--- src/logic/dss_pkg.sv ---
`default_nettype none
package dss_pkg;
  // clock and detection test timing
  localparam int unsigned CLK_HZ = 50_000_000;
  localparam int unsigned TEST_TIME_MS = 250;
  localparam int unsigned TEST_CYC_DEF = TEST_TIME_MS * (CLK_HZ / 1000);

  // register byte offsets
  localparam logic [7:0] OFS_CTRL = 8'h00;
  localparam logic [7:0] OFS_ROUTE = 8'h04;
  localparam logic [7:0] OFS_STATUS = 8'h08;
  localparam logic [7:0] OFS_EXT = 8'h0c;
  localparam logic [7:0] OFS_MOTOR = 8'h10;
  localparam logic [7:0] OFS_RAMP = 8'h14;

  // control and motor register field positions
  localparam int unsigned MACRO_LSB = 0;
  localparam int unsigned LATCH_BIT = 3;
  localparam int unsigned SPIN_LSB = 4;
  localparam int unsigned VMODE_LSB = 6;
  localparam int unsigned RESET_BIT = 8;
  localparam int unsigned RATED_LSB = 0;
  localparam int unsigned PF_LSB = 16;

  // reset values and limits
  localparam logic [2:0] MACRO_RST = 3'h0;
  localparam logic [2:0] MACRO_USER = 3'h4;
  localparam logic [1:0] SPIN_RST = 2'h0;
  localparam logic [1:0] SPIN_ALL = 2'h1;
  localparam logic [1:0] SPIN_POS = 2'h2;
  localparam logic [1:0] SPIN_NEG = 2'h3;
  localparam logic [15:0] RAMP_RST = 16'h0001;
  localparam logic [15:0] RATED_RST = 16'h0000;
  localparam logic [7:0] PF_RST = 8'hd9;
  localparam logic [31:0] EXT_RST = 32'h0000_0000;

  typedef enum logic [2:0] {
    DST_NONE, DST_PERMIT, DST_FWD, DST_REV, DST_RUN, DST_DIR
  } dss_dest_e;

  typedef enum logic [1:0] {
    INITIAL_RESISTANCE_MEASURE_MODE,
    EACH_START_RESISTANCE_MEASURE_MODE,
    FIXED_BOOST_MODE,
    SQUARE_LAW_MODE
  } dss_vmode_e;

  typedef enum logic [1:0] {ST_STOP, ST_DETECT, ST_RUN} dss_state_e;

  typedef struct packed {
    logic psel;
    logic penable;
    logic pwrite;
    logic [7:0] paddr;
    logic [31:0] pwdata;
  } dss_apb_req_s;

  typedef struct packed {
    logic pready;
    logic pslverr;
    logic [31:0] prdata;
  } dss_apb_rsp_s;

  typedef struct packed {
    logic [15:0] freq;
    logic [15:0] mag_current;
    logic running;
    logic reverse;
    logic detecting;
  } dss_drive_s;
endpackage
`default_nettype wire

--- src/logic/dss_sequencer.sv ---
// Function
// - macros 0-3 keep rewriting routing and latch
// - macro 4 leaves routing and latch writable
// - new routing applies only after drive reset
// - fixed routing table for macros 0 to 3
// - latching needs an active run permit input
// - permit loss clears latch and stops drive
// - latch enable is one bit, resets off
// - detection off: frequency starts zero, ramps
// - detection on: test, then load detected frequency
// - run given while stopped skips the test
// - first enable in initial-resistance mode skips test
// - each-start resistance mode always skips test
// - test lasts 250 ms, extendable per motor
// - test drives rated magnetising current
// - setting restricts detected frequency sign
//
// Decided for this implementation: the APB slave port and the register offsets.
`timescale 1ns/100ps
`default_nettype none
module dss_sequencer
  import dss_pkg::*;
#(
  parameter int unsigned DETECT_CYC = TEST_CYC_DEF
) (
  input wire logic clk_i,
  input wire logic rst_n_i,
  input wire dss_apb_req_s apb_i,
  output dss_apb_rsp_s apb_o,
  input wire logic [2:0] term_i,
  input wire logic drive_enable_i,
  input wire logic [14:0] speed_ref_i,
  input wire logic [15:0] det_freq_i,
  input wire logic det_valid_i,
  output dss_drive_s drive_o
);

  typedef struct packed {
    logic [2:0] macro;
    logic latch_en;
    dss_dest_e [2:0] route;
    dss_dest_e [2:0] act_route;
    logic act_latch;
    logic [1:0] spin;
    dss_vmode_e vmode;
    logic [31:0] ext;
    logic [15:0] ramp;
    logic [15:0] rated;
    logic [7:0] pf;
    dss_state_e state;
    logic [31:0] cnt;
    logic [15:0] det;
    logic held_fwd;
    logic held_rev;
    logic held_run;
    logic en_prev;
    logic first_done;
    dss_apb_rsp_s rsp;
    dss_drive_s drv;
  } dss_state_s;

  function automatic dss_dest_e [2:0] macro_route(input logic [2:0] m);
    dss_dest_e [2:0] r;
    r[0] = m[0] ? DST_PERMIT : DST_NONE;
    r[1] = m[1] ? DST_RUN : DST_FWD;
    r[2] = m[1] ? DST_DIR : DST_REV;
    return r;
  endfunction

  function automatic logic [7:0] isqrt16(input logic [15:0] v);
    logic [7:0] r;
    r = 8'h00;
    for (int b = 7; b >= 0; b--) begin
      if (16'((r | (8'h01 << b)) * (r | (8'h01 << b))) <= v) begin
        r = r | (8'h01 << b);
      end
    end
    return r;
  endfunction

  function automatic logic [15:0] ramp_to(input logic [15:0] cur, input logic [15:0] tgt,
                                          input logic [15:0] stp);
    logic signed [17:0] c;
    logic signed [17:0] t;
    logic signed [17:0] s;
    c = 18'(signed'(cur));
    t = 18'(signed'(tgt));
    s = 18'({2'b00, stp});
    if (c + s < t) begin
      return 16'(c + s);
    end else if (c - s > t) begin
      return 16'(c - s);
    end
    return tgt;
  endfunction

  dss_state_s q;
  dss_state_s d;

  logic hit;
  logic wr;
  logic wr_ctrl;
  logic wr_route;
  logic drv_reset;
  logic permit;
  logic has_permit;
  logic permit_ok;
  logic lvl_fwd;
  logic lvl_rev;
  logic lvl_run;
  logic lvl_dir;
  logic run_req;
  logic rev_req;
  logic go;
  logic en_rise;
  logic skip_test;
  logic [31:0] test_len;
  logic [15:0] mag_calc;
  logic [15:0] target;
  logic [15:0] det_kept;
  logic [31:0] rd_data;

  always_comb begin
    d = q;
    hit = 1'b1;
    rd_data = 32'h0000_0000;
    unique case (apb_i.paddr)
      OFS_CTRL: rd_data = {23'h000000, 1'b0, q.vmode, q.spin, q.latch_en, q.macro};
      OFS_ROUTE: rd_data = {23'h000000, q.route};
      OFS_STATUS: rd_data = {q.drv.freq, 1'b0, q.act_route, q.act_latch, q.first_done,
                             q.drv.reverse, q.drv.running, q.state};
      OFS_EXT: rd_data = q.ext;
      OFS_MOTOR: rd_data = {8'h00, q.pf, q.rated};
      OFS_RAMP: rd_data = {16'h0000, q.ramp};
      default: hit = 1'b0;
    endcase
    // one wait state; write lands on the edge that samples pready
    wr = apb_i.psel & apb_i.penable & q.rsp.pready & apb_i.pwrite;
    wr_ctrl = wr & (apb_i.paddr == OFS_CTRL);
    wr_route = wr & (apb_i.paddr == OFS_ROUTE);
    d.rsp.pready = apb_i.psel & apb_i.penable & ~q.rsp.pready;
    d.rsp.pslverr = d.rsp.pready & ~hit;
    d.rsp.prdata = (d.rsp.pready & hit & ~apb_i.pwrite) ? rd_data : 32'h0000_0000;
    drv_reset = wr_ctrl & apb_i.pwdata[RESET_BIT];

    if (wr_ctrl) begin
      if (apb_i.pwdata[MACRO_LSB +: 3] <= MACRO_USER) begin
        d.macro = apb_i.pwdata[MACRO_LSB +: 3];
      end
      if (q.macro == MACRO_USER) begin
        d.latch_en = apb_i.pwdata[LATCH_BIT];
      end
      d.spin = apb_i.pwdata[SPIN_LSB +: 2];
      d.vmode = dss_vmode_e'(apb_i.pwdata[VMODE_LSB +: 2]);
    end
    if (wr_route && q.macro == MACRO_USER) begin
      for (int i = 0; i < 3; i++) begin
        if (apb_i.pwdata[3 * i +: 3] <= 3'(DST_DIR)) begin
          d.route[i] = dss_dest_e'(apb_i.pwdata[3 * i +: 3]);
        end
      end
    end
    if (wr & (apb_i.paddr == OFS_EXT)) begin
      d.ext = apb_i.pwdata;
    end
    if (wr & (apb_i.paddr == OFS_MOTOR)) begin
      d.rated = apb_i.pwdata[RATED_LSB +: 16];
      d.pf = apb_i.pwdata[PF_LSB +: 8];
    end
    if (wr & (apb_i.paddr == OFS_RAMP)) begin
      d.ramp = apb_i.pwdata[15:0];
    end
    if (d.macro != MACRO_USER) begin
      d.route = macro_route(d.macro);
      d.latch_en = d.macro[0];
    end
    if (drv_reset) begin
      d.act_route = d.route;
      d.act_latch = d.latch_en;
    end

    permit = 1'b0;
    has_permit = 1'b0;
    lvl_fwd = 1'b0;
    lvl_rev = 1'b0;
    lvl_run = 1'b0;
    lvl_dir = 1'b0;
    for (int i = 0; i < 3; i++) begin
      unique case (q.act_route[i])
        DST_PERMIT: begin
          permit = permit | term_i[i];
          has_permit = 1'b1;
        end
        DST_FWD: lvl_fwd = lvl_fwd | term_i[i];
        DST_REV: lvl_rev = lvl_rev | term_i[i];
        DST_RUN: lvl_run = lvl_run | term_i[i];
        DST_DIR: lvl_dir = lvl_dir | term_i[i];
        default: ;
      endcase
    end
    // latching without a permit source never runs
    permit_ok = has_permit ? permit : ~q.act_latch;
    d.held_fwd = (lvl_fwd | (q.held_fwd & ~lvl_rev)) & permit_ok & q.act_latch;
    d.held_rev = (lvl_rev | (q.held_rev & ~lvl_fwd)) & permit_ok & q.act_latch;
    d.held_run = (lvl_run | q.held_run) & permit_ok & q.act_latch;
    if (q.act_latch) begin
      // permit gates at once; the held bits only clear a cycle later
      run_req = (q.held_fwd | q.held_rev | q.held_run) & permit_ok;
      rev_req = (q.held_rev & ~q.held_fwd) | (q.held_run & lvl_dir);
    end else begin
      run_req = (lvl_fwd | lvl_rev | lvl_run) & permit_ok;
      rev_req = (lvl_rev & ~lvl_fwd) | (lvl_run & lvl_dir);
    end
    go = run_req & drive_enable_i;

    // reactive share of rated current, pf in 1/256
    mag_calc = 16'((32'(q.rated) * 32'(isqrt16(16'hffff - 16'(q.pf * q.pf)))) >> 8);
    target = rev_req ? 16'(-signed'({1'b0, speed_ref_i})) : {1'b0, speed_ref_i};
    test_len = 32'(DETECT_CYC) + q.ext;
    skip_test = (q.vmode == EACH_START_RESISTANCE_MEASURE_MODE) |
                ((q.vmode == INITIAL_RESISTANCE_MEASURE_MODE) & ~q.first_done);
    en_rise = drive_enable_i & ~q.en_prev;
    d.en_prev = drive_enable_i;
    if (en_rise) begin
      d.first_done = 1'b1;
    end
    // sign restriction of the detected value
    det_kept = q.det;
    if ((q.spin == SPIN_POS && q.det[15]) || (q.spin == SPIN_NEG && !q.det[15])) begin
      det_kept = 16'h0000;
    end

    unique case (q.state)
      ST_STOP: begin
        d.cnt = 32'h0000_0000;
        d.drv.freq = ramp_to(q.drv.freq, 16'h0000, q.ramp);
        if (go && en_rise && q.spin != SPIN_RST && !skip_test) begin
          d.state = ST_DETECT;
          d.det = 16'h0000;
        end else if (go) begin
          d.state = ST_RUN;
          d.drv.freq = 16'h0000;
        end
      end
      ST_DETECT: begin
        d.cnt = q.cnt + 32'h0000_0001;
        if (det_valid_i) begin
          d.det = det_freq_i;
        end
        if (!go) begin
          d.state = ST_STOP;
          d.drv.freq = 16'h0000;
        end else if (q.cnt >= test_len - 32'h0000_0001) begin
          d.state = ST_RUN;
          d.drv.freq = det_kept;
        end
      end
      ST_RUN: begin
        d.drv.freq = ramp_to(q.drv.freq, target, q.ramp);
        if (!go) begin
          // stop on run or permit loss
          d.state = ST_STOP;
        end
      end
      default: d.state = ST_STOP;
    endcase
    if (!drive_enable_i) begin
      d.drv.freq = 16'h0000;
    end
    d.drv.detecting = (d.state == ST_DETECT);
    d.drv.mag_current = d.drv.detecting ? mag_calc : 16'h0000;
    d.drv.running = (d.state != ST_STOP) | (d.drv.freq != 16'h0000);
    d.drv.reverse = d.drv.freq[15];
  end

  always_ff @(posedge clk_i or negedge rst_n_i) begin
    if (!rst_n_i) begin
      q <= '0;
      q.macro <= MACRO_RST;
      q.latch_en <= 1'b0;
      q.route <= '{DST_REV, DST_FWD, DST_NONE};
      q.act_route <= '{DST_REV, DST_FWD, DST_NONE};
      q.spin <= SPIN_RST;
      q.vmode <= INITIAL_RESISTANCE_MEASURE_MODE;
      q.ext <= EXT_RST;
      q.ramp <= RAMP_RST;
      q.rated <= RATED_RST;
      q.pf <= PF_RST;
      q.state <= ST_STOP;
    end else begin
      q <= d;
    end
  end

  assign apb_o = q.rsp;
  assign drive_o = q.drv;
endmodule // dss_sequencer
`default_nettype wire

--- config.mk ---
export PLATFORM = sky130hd
export DESIGN_NAME = dss_sequencer
export DESIGN_NICKNAME = d
export VERILOG_FILES = /design/src/logic/dss_pkg.sv /design/src/logic/dss_sequencer.sv
export SDC_FILE = /design/constraint.sdc
export NUM_CORES = 1
export LEC_CHECK = 0
export BUFFER_PORTS_ARGS = -buffer_cell sky130_fd_sc_hd__buf_2
export CAP_MARGIN = 20
export CORE_MARGIN = 3
export CORE_UTILIZATION = 40
export DETAILED_ROUTE_END_ITERATION = 8
export SYNTH_ARGS = -nofsm -noshare
export SYNTH_HDL_FRONTEND = slang
export SYNTH_SLANG_ARGS = --single-unit
--- constraint.sdc ---
create_clock -name clk_i -period 38.2 [get_ports clk_i]
set_clock_uncertainty 0.1 [all_clocks]
set_input_delay 9.55 -clock clk_i [delete_from_list [all_inputs] [get_ports clk_i]]
set_output_delay 9.55 -clock clk_i [all_outputs]
set_load 0.01 [all_outputs]
# ---- After elaboration in Yosys (flattened, before gate mapping)
# Cells that the tools add are included.
dict set report totals {
  ff_bits 223
  input_bits 81
  output_inout_bits 69
  wordCells 245
}
dict set report op_classes {
  n_addsub 7
  n_mul 9
  n_lt_le_gt_ge 17
  n_eq_ne 30
  muxes 73
  n_bitwise 60
  n_reduce_logical 18
}
# cell n
set op_table {}
lappend op_table {{$mux W16} 16}
lappend op_table {{$pmux W32 S6} 1}
lappend op_table {{$mul A8 B8 Y16} 8}
lappend op_table {{$le A16 B16 Y1} 7}
lappend op_table {{$pmux W48 S2} 1}
lappend op_table {{$pmux W16 S3} 1}
lappend op_table {{$add A24 B32 Y32 const A} 1}
lappend op_table {{$add A32 B1 Y32 const B} 1}
lappend op_table {{$ge A32 B32 Y1} 1}
lappend op_table {{$mux W32} 1}
lappend op_table {{$sub A32 B1 Y32 const B} 1}
lappend op_table {{$mux W1} 31}
lappend op_table {{$and A1 B1 Y1} 30}
lappend op_table {{$mul A16 B8 Y24} 1}
lappend op_table {{$eq A3 B3 Y1 const B} 7}
lappend op_table {{$mux W3} 7}
lappend op_table {{$or A1 B1 Y1} 21}
lappend op_table {{$add A16 B17 Y18} 1}
lappend op_table {{$eq A3 B2 Y1 const B} 6}
lappend op_table {{$gt A18 B1 Y1 const B} 1}
lappend op_table {{$gt A18 B16 Y1} 1}
lappend op_table {{$lt A18 B1 Y1 const B} 1}
lappend op_table {{$lt A18 B16 Y1} 1}
lappend op_table {{$sub A16 B17 Y18} 1}
lappend op_table {{31 further kinds} 66}

# ---- Logic depth before layout (Yosys ltp)
# Gate-level depths: netlist of the first run.
dict set report depth {
  depth_word 27
  depth_mapped 166
}

# ---- Worst setup path after synthesis of the first run
# OpenSTA, ideal clock, no wires.
dict set report synth_path {
  path_kind {register to register}
  start {register q[124] in the netlist's numbering}
  end {register q (netlist bit drive_o[13])}
  arrival_time_ns 34.264
  required_ns 37.968
  slack_ns 3.705
  stages_incl_launch_ff 162
  period_less_slack_ns 34.495
  cell_sequence {dfstp_2 clkbuf_1 nand2_1 xor2_1 ha_1 a21o_1 fa_1 fa_1 inv_1 fa_1 inv_1 ha_1 a21o_1 a221oi_2 o311ai_1 xor2_1 o21ai_0 o21ai_0 [126 not listed] fa_1 inv_1 fa_1 ha_1 a21o_1 a21oi_1 nor2b_1 o21ai_0 nand2b_1 a21oi_1 nand2_1 a31oi_1 a211oi_2 a21oi_1 o2111ai_1 a21oi_1 xor2_1 nor2_1}
}
# item line
set synth_lines {}
lappend synth_lines {{start: declaration} dss_sequencer.sv:97} ;# dss_state_s q;

==> impl_summary.log, run 1 <==
[metrics] sequential power share: 0.369
[metrics] pin slew with the least headroom to its limit: 1150 ps
[metrics] switching share of total power: 0.291
[metrics] via total after detailed routing: 21000
[metrics] height of the chip: 258 um
[metrics] logic depth of the worst path, buffers included: 151
[metrics] Simple-Gate Fraction of Synth Area: 0.159
[metrics] starting density of the core: 0.408
[metrics] top area cells in the synthesized netlist: sky130_fd_sc_hd__dfrtp_1 (21%), sky130_fd_sc_hd__ha_1 (15%), sky130_fd_sc_hd__fa_1 (12%)
[metrics] fraction of the mapped netlist area in compound gates: 0.150
[metrics] vias in the first global route: 21400
[metrics] dominant combinational cell family by area after synthesis: adder cells
[metrics] kind of start point of the critical path: flip-flop
[metrics] WL final: 76.0 mm
[metrics] warning count from the yosys run: 0
[metrics] Crit path arrival time: 36230 ps
[metrics] combined buffer and inverter count along the critical path: 25
[metrics] setup repair after global routing missed its margin: no
[metrics] Avg Cell Area, Syn: 8.76 um^2
[metrics] synthesized netlist cell count: 2909
[metrics] Area Growth Syn to Fin: 8.48%
[metrics] DRC Markers: 0
[metrics] overall global routing resource usage: 0.225
[metrics] worst-case headroom to the max-slew limit: 0.225
[metrics] pin count of the biggest net entering global routing: 88
[metrics] maximum level of the CTS H-tree: 1
[metrics] share of the cycle needed by the critical path after routing: 0.939
[metrics] capturing element type of the critical path: flip-flop
[metrics] cell taking the most area after synthesis: sky130_fd_sc_hd__dfrtp_1
[metrics] initial antenna violation count: 9
[metrics] drt pass-1 iters: 5
[metrics] IO Count: 150
[metrics] root buf cell: sky130_fd_sc_hd__clkbuf_16
[metrics] sequential-to-total area share from yosys stat: 0.219
[metrics] post-cts hold buffer count: 0
[metrics] critical path class: flip-flop to flip-flop
[metrics] Hold Crit Depth: 2
[metrics] die area: 66800 um^2
[metrics] count of endpoints failing hold in the final timing report: 0
[metrics] clock slew at the register clock pins of the worst setup and hold paths: 70 ps
[metrics] most instantiated library cell after synthesis: sky130_fd_sc_hd__inv_1
[metrics] floorplan row count: 91
[metrics] Final Max Slew Viols: 0
[metrics] vias per std cell: 5.54
[metrics] net count after synthesis: 3455
[metrics] ANT nets after route: 0
[metrics] family of cells with the greatest summed delay on the critical path: adder cells
[metrics] routability-driven placement congestion ratio: 0.914
[metrics] WL per Instance: 20.0 um
[metrics] peak per-stage delay on the critical path: 680 ps
[metrics] number of cells on the worst reg-to-reg path: 151
[metrics] area share of fa/ha/maj cells after synthesis: 0.274
[metrics] internal portion of total power: 0.455 mW
[metrics] flop2flop setup slack: 2330 ps
[metrics] ys flop type: sky130_fd_sc_hd__dfrtp_1
[metrics] number of clock buffers inserted by TritonCTS: 27
[metrics] Placement Setup Slack: 1350 ps
[metrics] largest fanout of any net on the critical path: 35
[metrics] number of fill cells in the layout: 6197
[metrics] Total Nets Final: 3482
[metrics] Yosys reg bits: 222
[metrics] post-route worst setup slack: 2330 ps
[metrics] maximum buffer depth of the clock tree: 3
[metrics] count of flip-flops with a built-in enable after synthesis: 0
[metrics] first-pass GRT wire length: 120 mm
[metrics] Psw: 0.187 mW
[metrics] Peak VDD IR: 0.0311 mV
[metrics] die extent in x: 258 um
[metrics] result of the run: completed
[metrics] upper clock frequency limit: 27.9 MHz
[metrics] crit path time final: 35870 ps
[metrics] critical path's slowest cell: sky130_fd_sc_hd__dfstp_2
[metrics] Synth top cells by count: sky130_fd_sc_hd__inv_1 (334), sky130_fd_sc_hd__ha_1 (309), sky130_fd_sc_hd__nand2_1 (246)
[metrics] count of different cell masters after synthesis: 98
[metrics] Clock Sink Count: 222
[metrics] area of the placeable core: 62400 um^2
[metrics] multiplexer fraction of the synthesized cell area: 0.0537
[metrics] post-synthesis instance area: 25500 um^2
[metrics] CTS tree: built
[metrics] Total Neg Setup Slack: 0 ps
[metrics] max-cap violations: 0
[metrics] power density normalized to cell area: 23.2 nW/um^2
[metrics] path class of the lowest-slack min-delay path: flip-flop to flip-flop
[metrics] Post-synth ARST share: 1.00
[metrics] IO Port Bufs: 149
[metrics] DPL Wire Length: 60.5 mm
[metrics] share of power burned in combinational logic: 0.187
[metrics] share of total power in the clock network: 0.445
[metrics] clock latency on the worst-skew pair: 580 ps
[metrics] initial drt markers: 1412
[metrics] overall overflow remaining after global route: 0
[metrics] leakage component of the power: 13.8 nW
[metrics] top cell type's share of synthesized area: 0.206
[metrics] post-synthesis xor/xnor area fraction: 0.0581
[metrics] total of endpoints with negative setup slack in the final report: 0
[metrics] share of cells above drive strength 1: 0.120
[metrics] data required time at the worst endpoint: 38560 ps
## layout make-up
type	count	area, um^2	share of cell area
Tap cell	837	1050	0.0379
Timing Repair Buffer	174	975	0.0353
Inverter	337	1260	0.0458
Sequential cell	222	5570	0.201
Clock buffer	35	766	0.0277
Clock inverter	15	219	0.00792
Multi-Input combinational cell	2174	17800	0.644
Antenna cell	5	12.5	0.000453
## flip-flops by register name, indices dropped and copies added (netlist names)
signal,cells
apb_o,34
drive_o,34
q,154
## cells in the final DEF, fill, tap and decap left out, types with 41 or more instances in the layout
master | netlist | routed
sky130_fd_sc_hd__xnor2_1 | 94 | 94
sky130_fd_sc_hd__a21oi_1 | 167 | 165
sky130_fd_sc_hd__mux2i_1 | 54 | 54
sky130_fd_sc_hd__nor2b_1 | 48 | 48
sky130_fd_sc_hd__ha_1 | 309 | 309
sky130_fd_sc_hd__fa_1 | 156 | 156
sky130_fd_sc_hd__and2_1 | 73 | 72
sky130_fd_sc_hd__nand3_1 | 43 | 43
sky130_fd_sc_hd__nand2_1 | 246 | 246
sky130_fd_sc_hd__inv_1 | 334 | 334
sky130_fd_sc_hd__xor2_1 | 75 | 74
sky130_fd_sc_hd__nor2_1 | 217 | 212
sky130_fd_sc_hd__o21ai_0 | 121 | 120
sky130_fd_sc_hd__a21o_1 | 44 | 44
sky130_fd_sc_hd__mux2_2 | 69 | 69
sky130_fd_sc_hd__buf_2 | 2 | 148
sky130_fd_sc_hd__dfrtp_1 | 210 | 210
sky130_fd_sc_hd__nor3_1 | 41 | 41
## stage by stage
stage	cell area, um^2	std cells	total power [mW]	hold WS, ps	utilization
6_report	27600	3799	0.642	402	0.443
5_1_grt	27600	3794	0.673	438	0.443
4_1_cts	27500	3790	0.649	402	0.441
3_5_place_dp	26600	3740	0.361	389	0.426
3_3_place_gp	26500	3739	0.358	374	0.425
2_1_floorplan	25500	2909	0.324	350	-
## final timing paths
| path | startpoint | to |
|---|---|---|
| setup / recovery | q[124] | drive_o[13] |
| hold / removal | q[76] | q[76] |
| setup reg to reg | q[124] | drive_o[13] |
| hold reg to reg | q[76] | q[76] |
| max in group asynchronous | rst_n_i | q[134] |
| min in group asynchronous | rst_n_i | drive_o[11] |
## logic make-up after synthesis
kind of cell	after synthesis
compound gates	578
xor+xnor	169
buf+inv	513
flops	222
mux	126
fa+ha+maj	465
simple gates	836
## metal layers
layer,track usage,vias to the layer above,part of all wire
met5,0,-,0.00036
met1,0.299,10300,0.44
met4,0.0712,4,0.034
met2,0.383,630,0.48
li1,-,9930,-
met3,0.0236,134,0.052
## worst reg2reg max path: cells and delay by family (launching register included)
| family | cells | cell delay (ps) |
|---|---|---|
| AND/OR/NAND/NOR | 31 | 5460 |
| AO/OA/AOI/OAI | 49 | 10100 |
| buffers and inverters | 25 | 3020 |
| flip-flops | 1 | 680 |
| adder cells (fa/ha/maj) | 38 | 15180 |
| XOR/XNOR | 8 | 1220 |
## what timing repair did
item	4_1_cts	5_1_grt
buffers inserted	0	2
resized for setup	0	9
endpoints found under the setup margin	0	15
## power by group through the flow
stage | Clock (mW) | Sequential (mW) | Combinational [mW]
global placement | 0 | 0.241 | 0.118
finish | 0.286 | 0.237 | 0.120
CTS | 0.292 | 0.237 | 0.121
global route | 0.299 | 0.237 | 0.137
floorplan | 0 | 0.241 | 0.0830
detailed placement | 0 | 0.241 | 0.120
No activity file was read; power rests on OpenSTA's default activity.
==> run 2: changes to the inputs <==
- ABC_AREA: default -> 1
==> run 2 against run 1 <==
Cell count is 12% higher. Clock-buffer cell count is 6 lower. Via count is 4.8% higher. Global-route usage is 0.66 points higher. Final area is 0.10% lower. Worst hold slack worse by 31 ps. Die area is 0.88% lower. Fmax is 11% higher. Sequential power is 7% higher.
==> impl_summary.log, run 2 <==
[metrics] result of the run: completed
[metrics] routability-driven placement congestion ratio: 0.953
[metrics] overall overflow remaining after global route: 0
[metrics] cell taking the most area after synthesis: sky130_fd_sc_hd__dfrtp_1
[metrics] ANT nets after route: 0
[metrics] Inst Count DP: 4210
[metrics] max-cap violations: 0
[metrics] number of diodes: 0
[metrics] vias in the first global route: 21800
[metrics] share of the cycle needed by the critical path after routing: 0.849
[metrics] number of fill cells in the layout: 6391
[metrics] maximum buffer depth of the clock tree: 3
[metrics] height of the chip: 257 um
[metrics] Synth top cells by count: sky130_fd_sc_hd__inv_1 (652), sky130_fd_sc_hd__nand2_1 (569), sky130_fd_sc_hd__ha_1 (309)
[metrics] Post-synth ARST share: 1.00
[metrics] power density normalized to cell area: 35.1 nW/um^2
[metrics] combined buffer and inverter count along the critical path: 22
[metrics] top cell type's share of synthesized area: 0.208
[metrics] multi-input combinational cell area: 16400 um^2
[metrics] critical path class: flip-flop to flip-flop
[metrics] count of flip-flops with a built-in enable after synthesis: 0
[metrics] net count after synthesis: 3892
[metrics] WL final: 76.4 mm
[metrics] setup repair after global routing missed its margin: no
[metrics] DRC Markers: 0
[metrics] pin slew with the least headroom to its limit: 977 ps
[metrics] crit path time final: 32420 ps
[metrics] count of endpoints failing hold in the final timing report: 0
[metrics] die area: 66200 um^2
[metrics] die extent in x: 257 um
[metrics] cell with the most instances on the worst path: sky130_fd_sc_hd__nand2_1
[metrics] most common cell after layout, fill and taps aside: sky130_fd_sc_hd__inv_1
[metrics] initial antenna violation count: 1
[metrics] clock slew at the register clock pins of the worst setup and hold paths: 60 ps
[metrics] starting density of the core: 0.407
[metrics] capturing element type of the critical path: flip-flop
[metrics] IO Port Bufs: 149
[metrics] top area cells in the synthesized netlist: sky130_fd_sc_hd__dfrtp_1 (21%), sky130_fd_sc_hd__ha_1 (15%), sky130_fd_sc_hd__fa_1 (12%)
[metrics] WL per Instance: 17.9 um
[metrics] area of the placeable core: 62100 um^2
[metrics] sequential-to-total area share from yosys stat: 0.221
[metrics] number of gates given a new drive strength after cts: 0
[metrics] root buf cell: sky130_fd_sc_hd__clkbuf_16
[metrics] post-cts hold buffer count: 0
[metrics] floorplan row count: 91
[metrics] Crit path arrival time: 32770 ps
[metrics] ys flop type: sky130_fd_sc_hd__dfrtp_1
[metrics] DPL Wire Length: 62.5 mm
[metrics] peak per-stage delay on the critical path: 670 ps
[metrics] Area Growth Syn to Fin: 9.35%
[metrics] maximum level of the CTS H-tree: 1
[metrics] CTS tree: built
[metrics] Peak VDD IR: 0.0318 mV
[metrics] total of endpoints with negative setup slack in the final report: 0
[metrics] kind of start point of the critical path: flip-flop
[metrics] IO Count: 150
[metrics] vias per std cell: 5.17
[metrics] post-route worst setup slack: 5780 ps
[metrics] post-synthesis instance area: 25300 um^2
[metrics] overall global routing resource usage: 0.231
[metrics] upper clock frequency limit: 30.8 MHz
[metrics] synthesized netlist cell count: 3346
[metrics] path class of the lowest-slack min-delay path: flip-flop to flip-flop
[metrics] Largest Register: q
[metrics] Total Nets Final: 3951
[metrics] critical path's slowest cell: sky130_fd_sc_hd__dfstp_2
[metrics] most used cells in the layout excluding fill and tap cells: sky130_fd_sc_hd__inv_1 (652), sky130_fd_sc_hd__nand2_1 (568), sky130_fd_sc_hd__ha_1 (309)
[metrics] via total after detailed routing: 22000
[metrics] leakage component of the power: 14.7 nW
[metrics] fin cells: 4265
[metrics] drt pass-1 iters: 7
[metrics] number of clock buffers inserted by TritonCTS: 29
[metrics] Yosys reg bits: 222
[metrics] clock latency on the worst-skew pair: 590 ps
[metrics] max reg flops: 154
[metrics] count of different cell masters after synthesis: 64
[metrics] Clock Sink Count: 222
[metrics] data required time at the worst endpoint: 38550 ps
[metrics] combined flip-flop and latch cell area: 5570 um^2
[metrics] warning count from the yosys run: 0
[metrics] first-pass GRT wire length: 121 mm
[metrics] largest fanout of any net on the critical path: 29
[metrics] Avg Cell Area, Syn: 7.55 um^2
[metrics] final cell utilization of the core: 0.445
[metrics] Placement Setup Slack: 5910 ps
[metrics] Total Neg Setup Slack: 0 ps
[metrics] share of cells above drive strength 1: 0.0849
[metrics] pin count of the biggest net entering global routing: 91
[metrics] initial drt markers: 1724
[metrics] number of buffers added for setup after CTS: 0
[metrics] most instantiated library cell after synthesis: sky130_fd_sc_hd__inv_1
[metrics] family of cells with the greatest summed delay on the critical path: adder cells
[metrics] worst-case headroom to the max-slew limit: 0.332
[metrics] Final Max Slew Viols: 0
[run 2: cell types whose count changed in the layout (fill, tap and decap cells not counted), moves of 62 or more]
| cell | delta |
|---|---|
| sky130_fd_sc_hd__o21ai_0 | +111 |
| sky130_fd_sc_hd__nand2_1 | +322 |
| sky130_fd_sc_hd__nor2_1 | +91 |
| sky130_fd_sc_hd__and2_1 | -69 |
| sky130_fd_sc_hd__inv_1 | +318 |
| sky130_fd_sc_hd__xnor2_1 | -62 |
| sky130_fd_sc_hd__mux2_2 | -68 |
[run 2: final timing paths]
path / from / endpoint / slack [ps] / depth (start not counted)
max: q[124] / drive_o[17] / 5780 / 154
max reg2reg: q[124] / drive_o[17] / 5780 / 154
min reg2reg: q[121] / q[121] / 370 / 1
min in group asynchronous: rst_n_i / drive_o[5] / 8860 / 1
min: q[121] / q[121] / 370 / 1
max in group asynchronous: rst_n_i / q[138] / 27660 / 2
[run 2: logic make-up (layout without fill, tap and decap cells)]
kind of cell	Yosys count	after routing	synth area share
DFF	222	222	0.221
buffers and inverters	801	883	0.131
AOI/OAI and AO/OA	597	597	0.136
muxes	4	4	0.00163
xor gates and xnor gates	131	131	0.0457
and+or+nand+nor	1126	1126	0.188
adders and majority gates	465	465	0.277
[run 2: report_power, final]
group,switching [mW],total [mW],internal (mW)
Combinational,0.245,0.371,0.126
Sequential,0.0125,0.253,0.241
Clock,0.122,0.345,0.223
[run 2: through the flow]
step	instance area (um^2)	total power, mW	hold slack (ps)
after floorplan	25300	0.520	330
final	27600	0.970	371
after global routing	27600	1.04	414
after CTS	27600	0.973	376
after global placement	26400	0.622	367
after detailed placement	26400	0.623	364
[run 2: layout make-up]
class                      instances  share of cell area
sequential                       222               0.202
timing repair buffer             169              0.0328
clock buffer                      29              0.0263
clock inverter                    25              0.0178
inverter                         660              0.0897
multi-input combinational       2323               0.594
tap                              837              0.0379
[run 2: metal layers]
layer	routed length [um]	global-route usage	part of all wire	vias up
met1	34600	0.314	0.45	10600
met4	2230	0.0652	0.029	4
met5	22	0	0.00029	-
li1	-	-	-	10800
met3	4600	0.0377	0.060	118
met2	35000	0.381	0.46	562
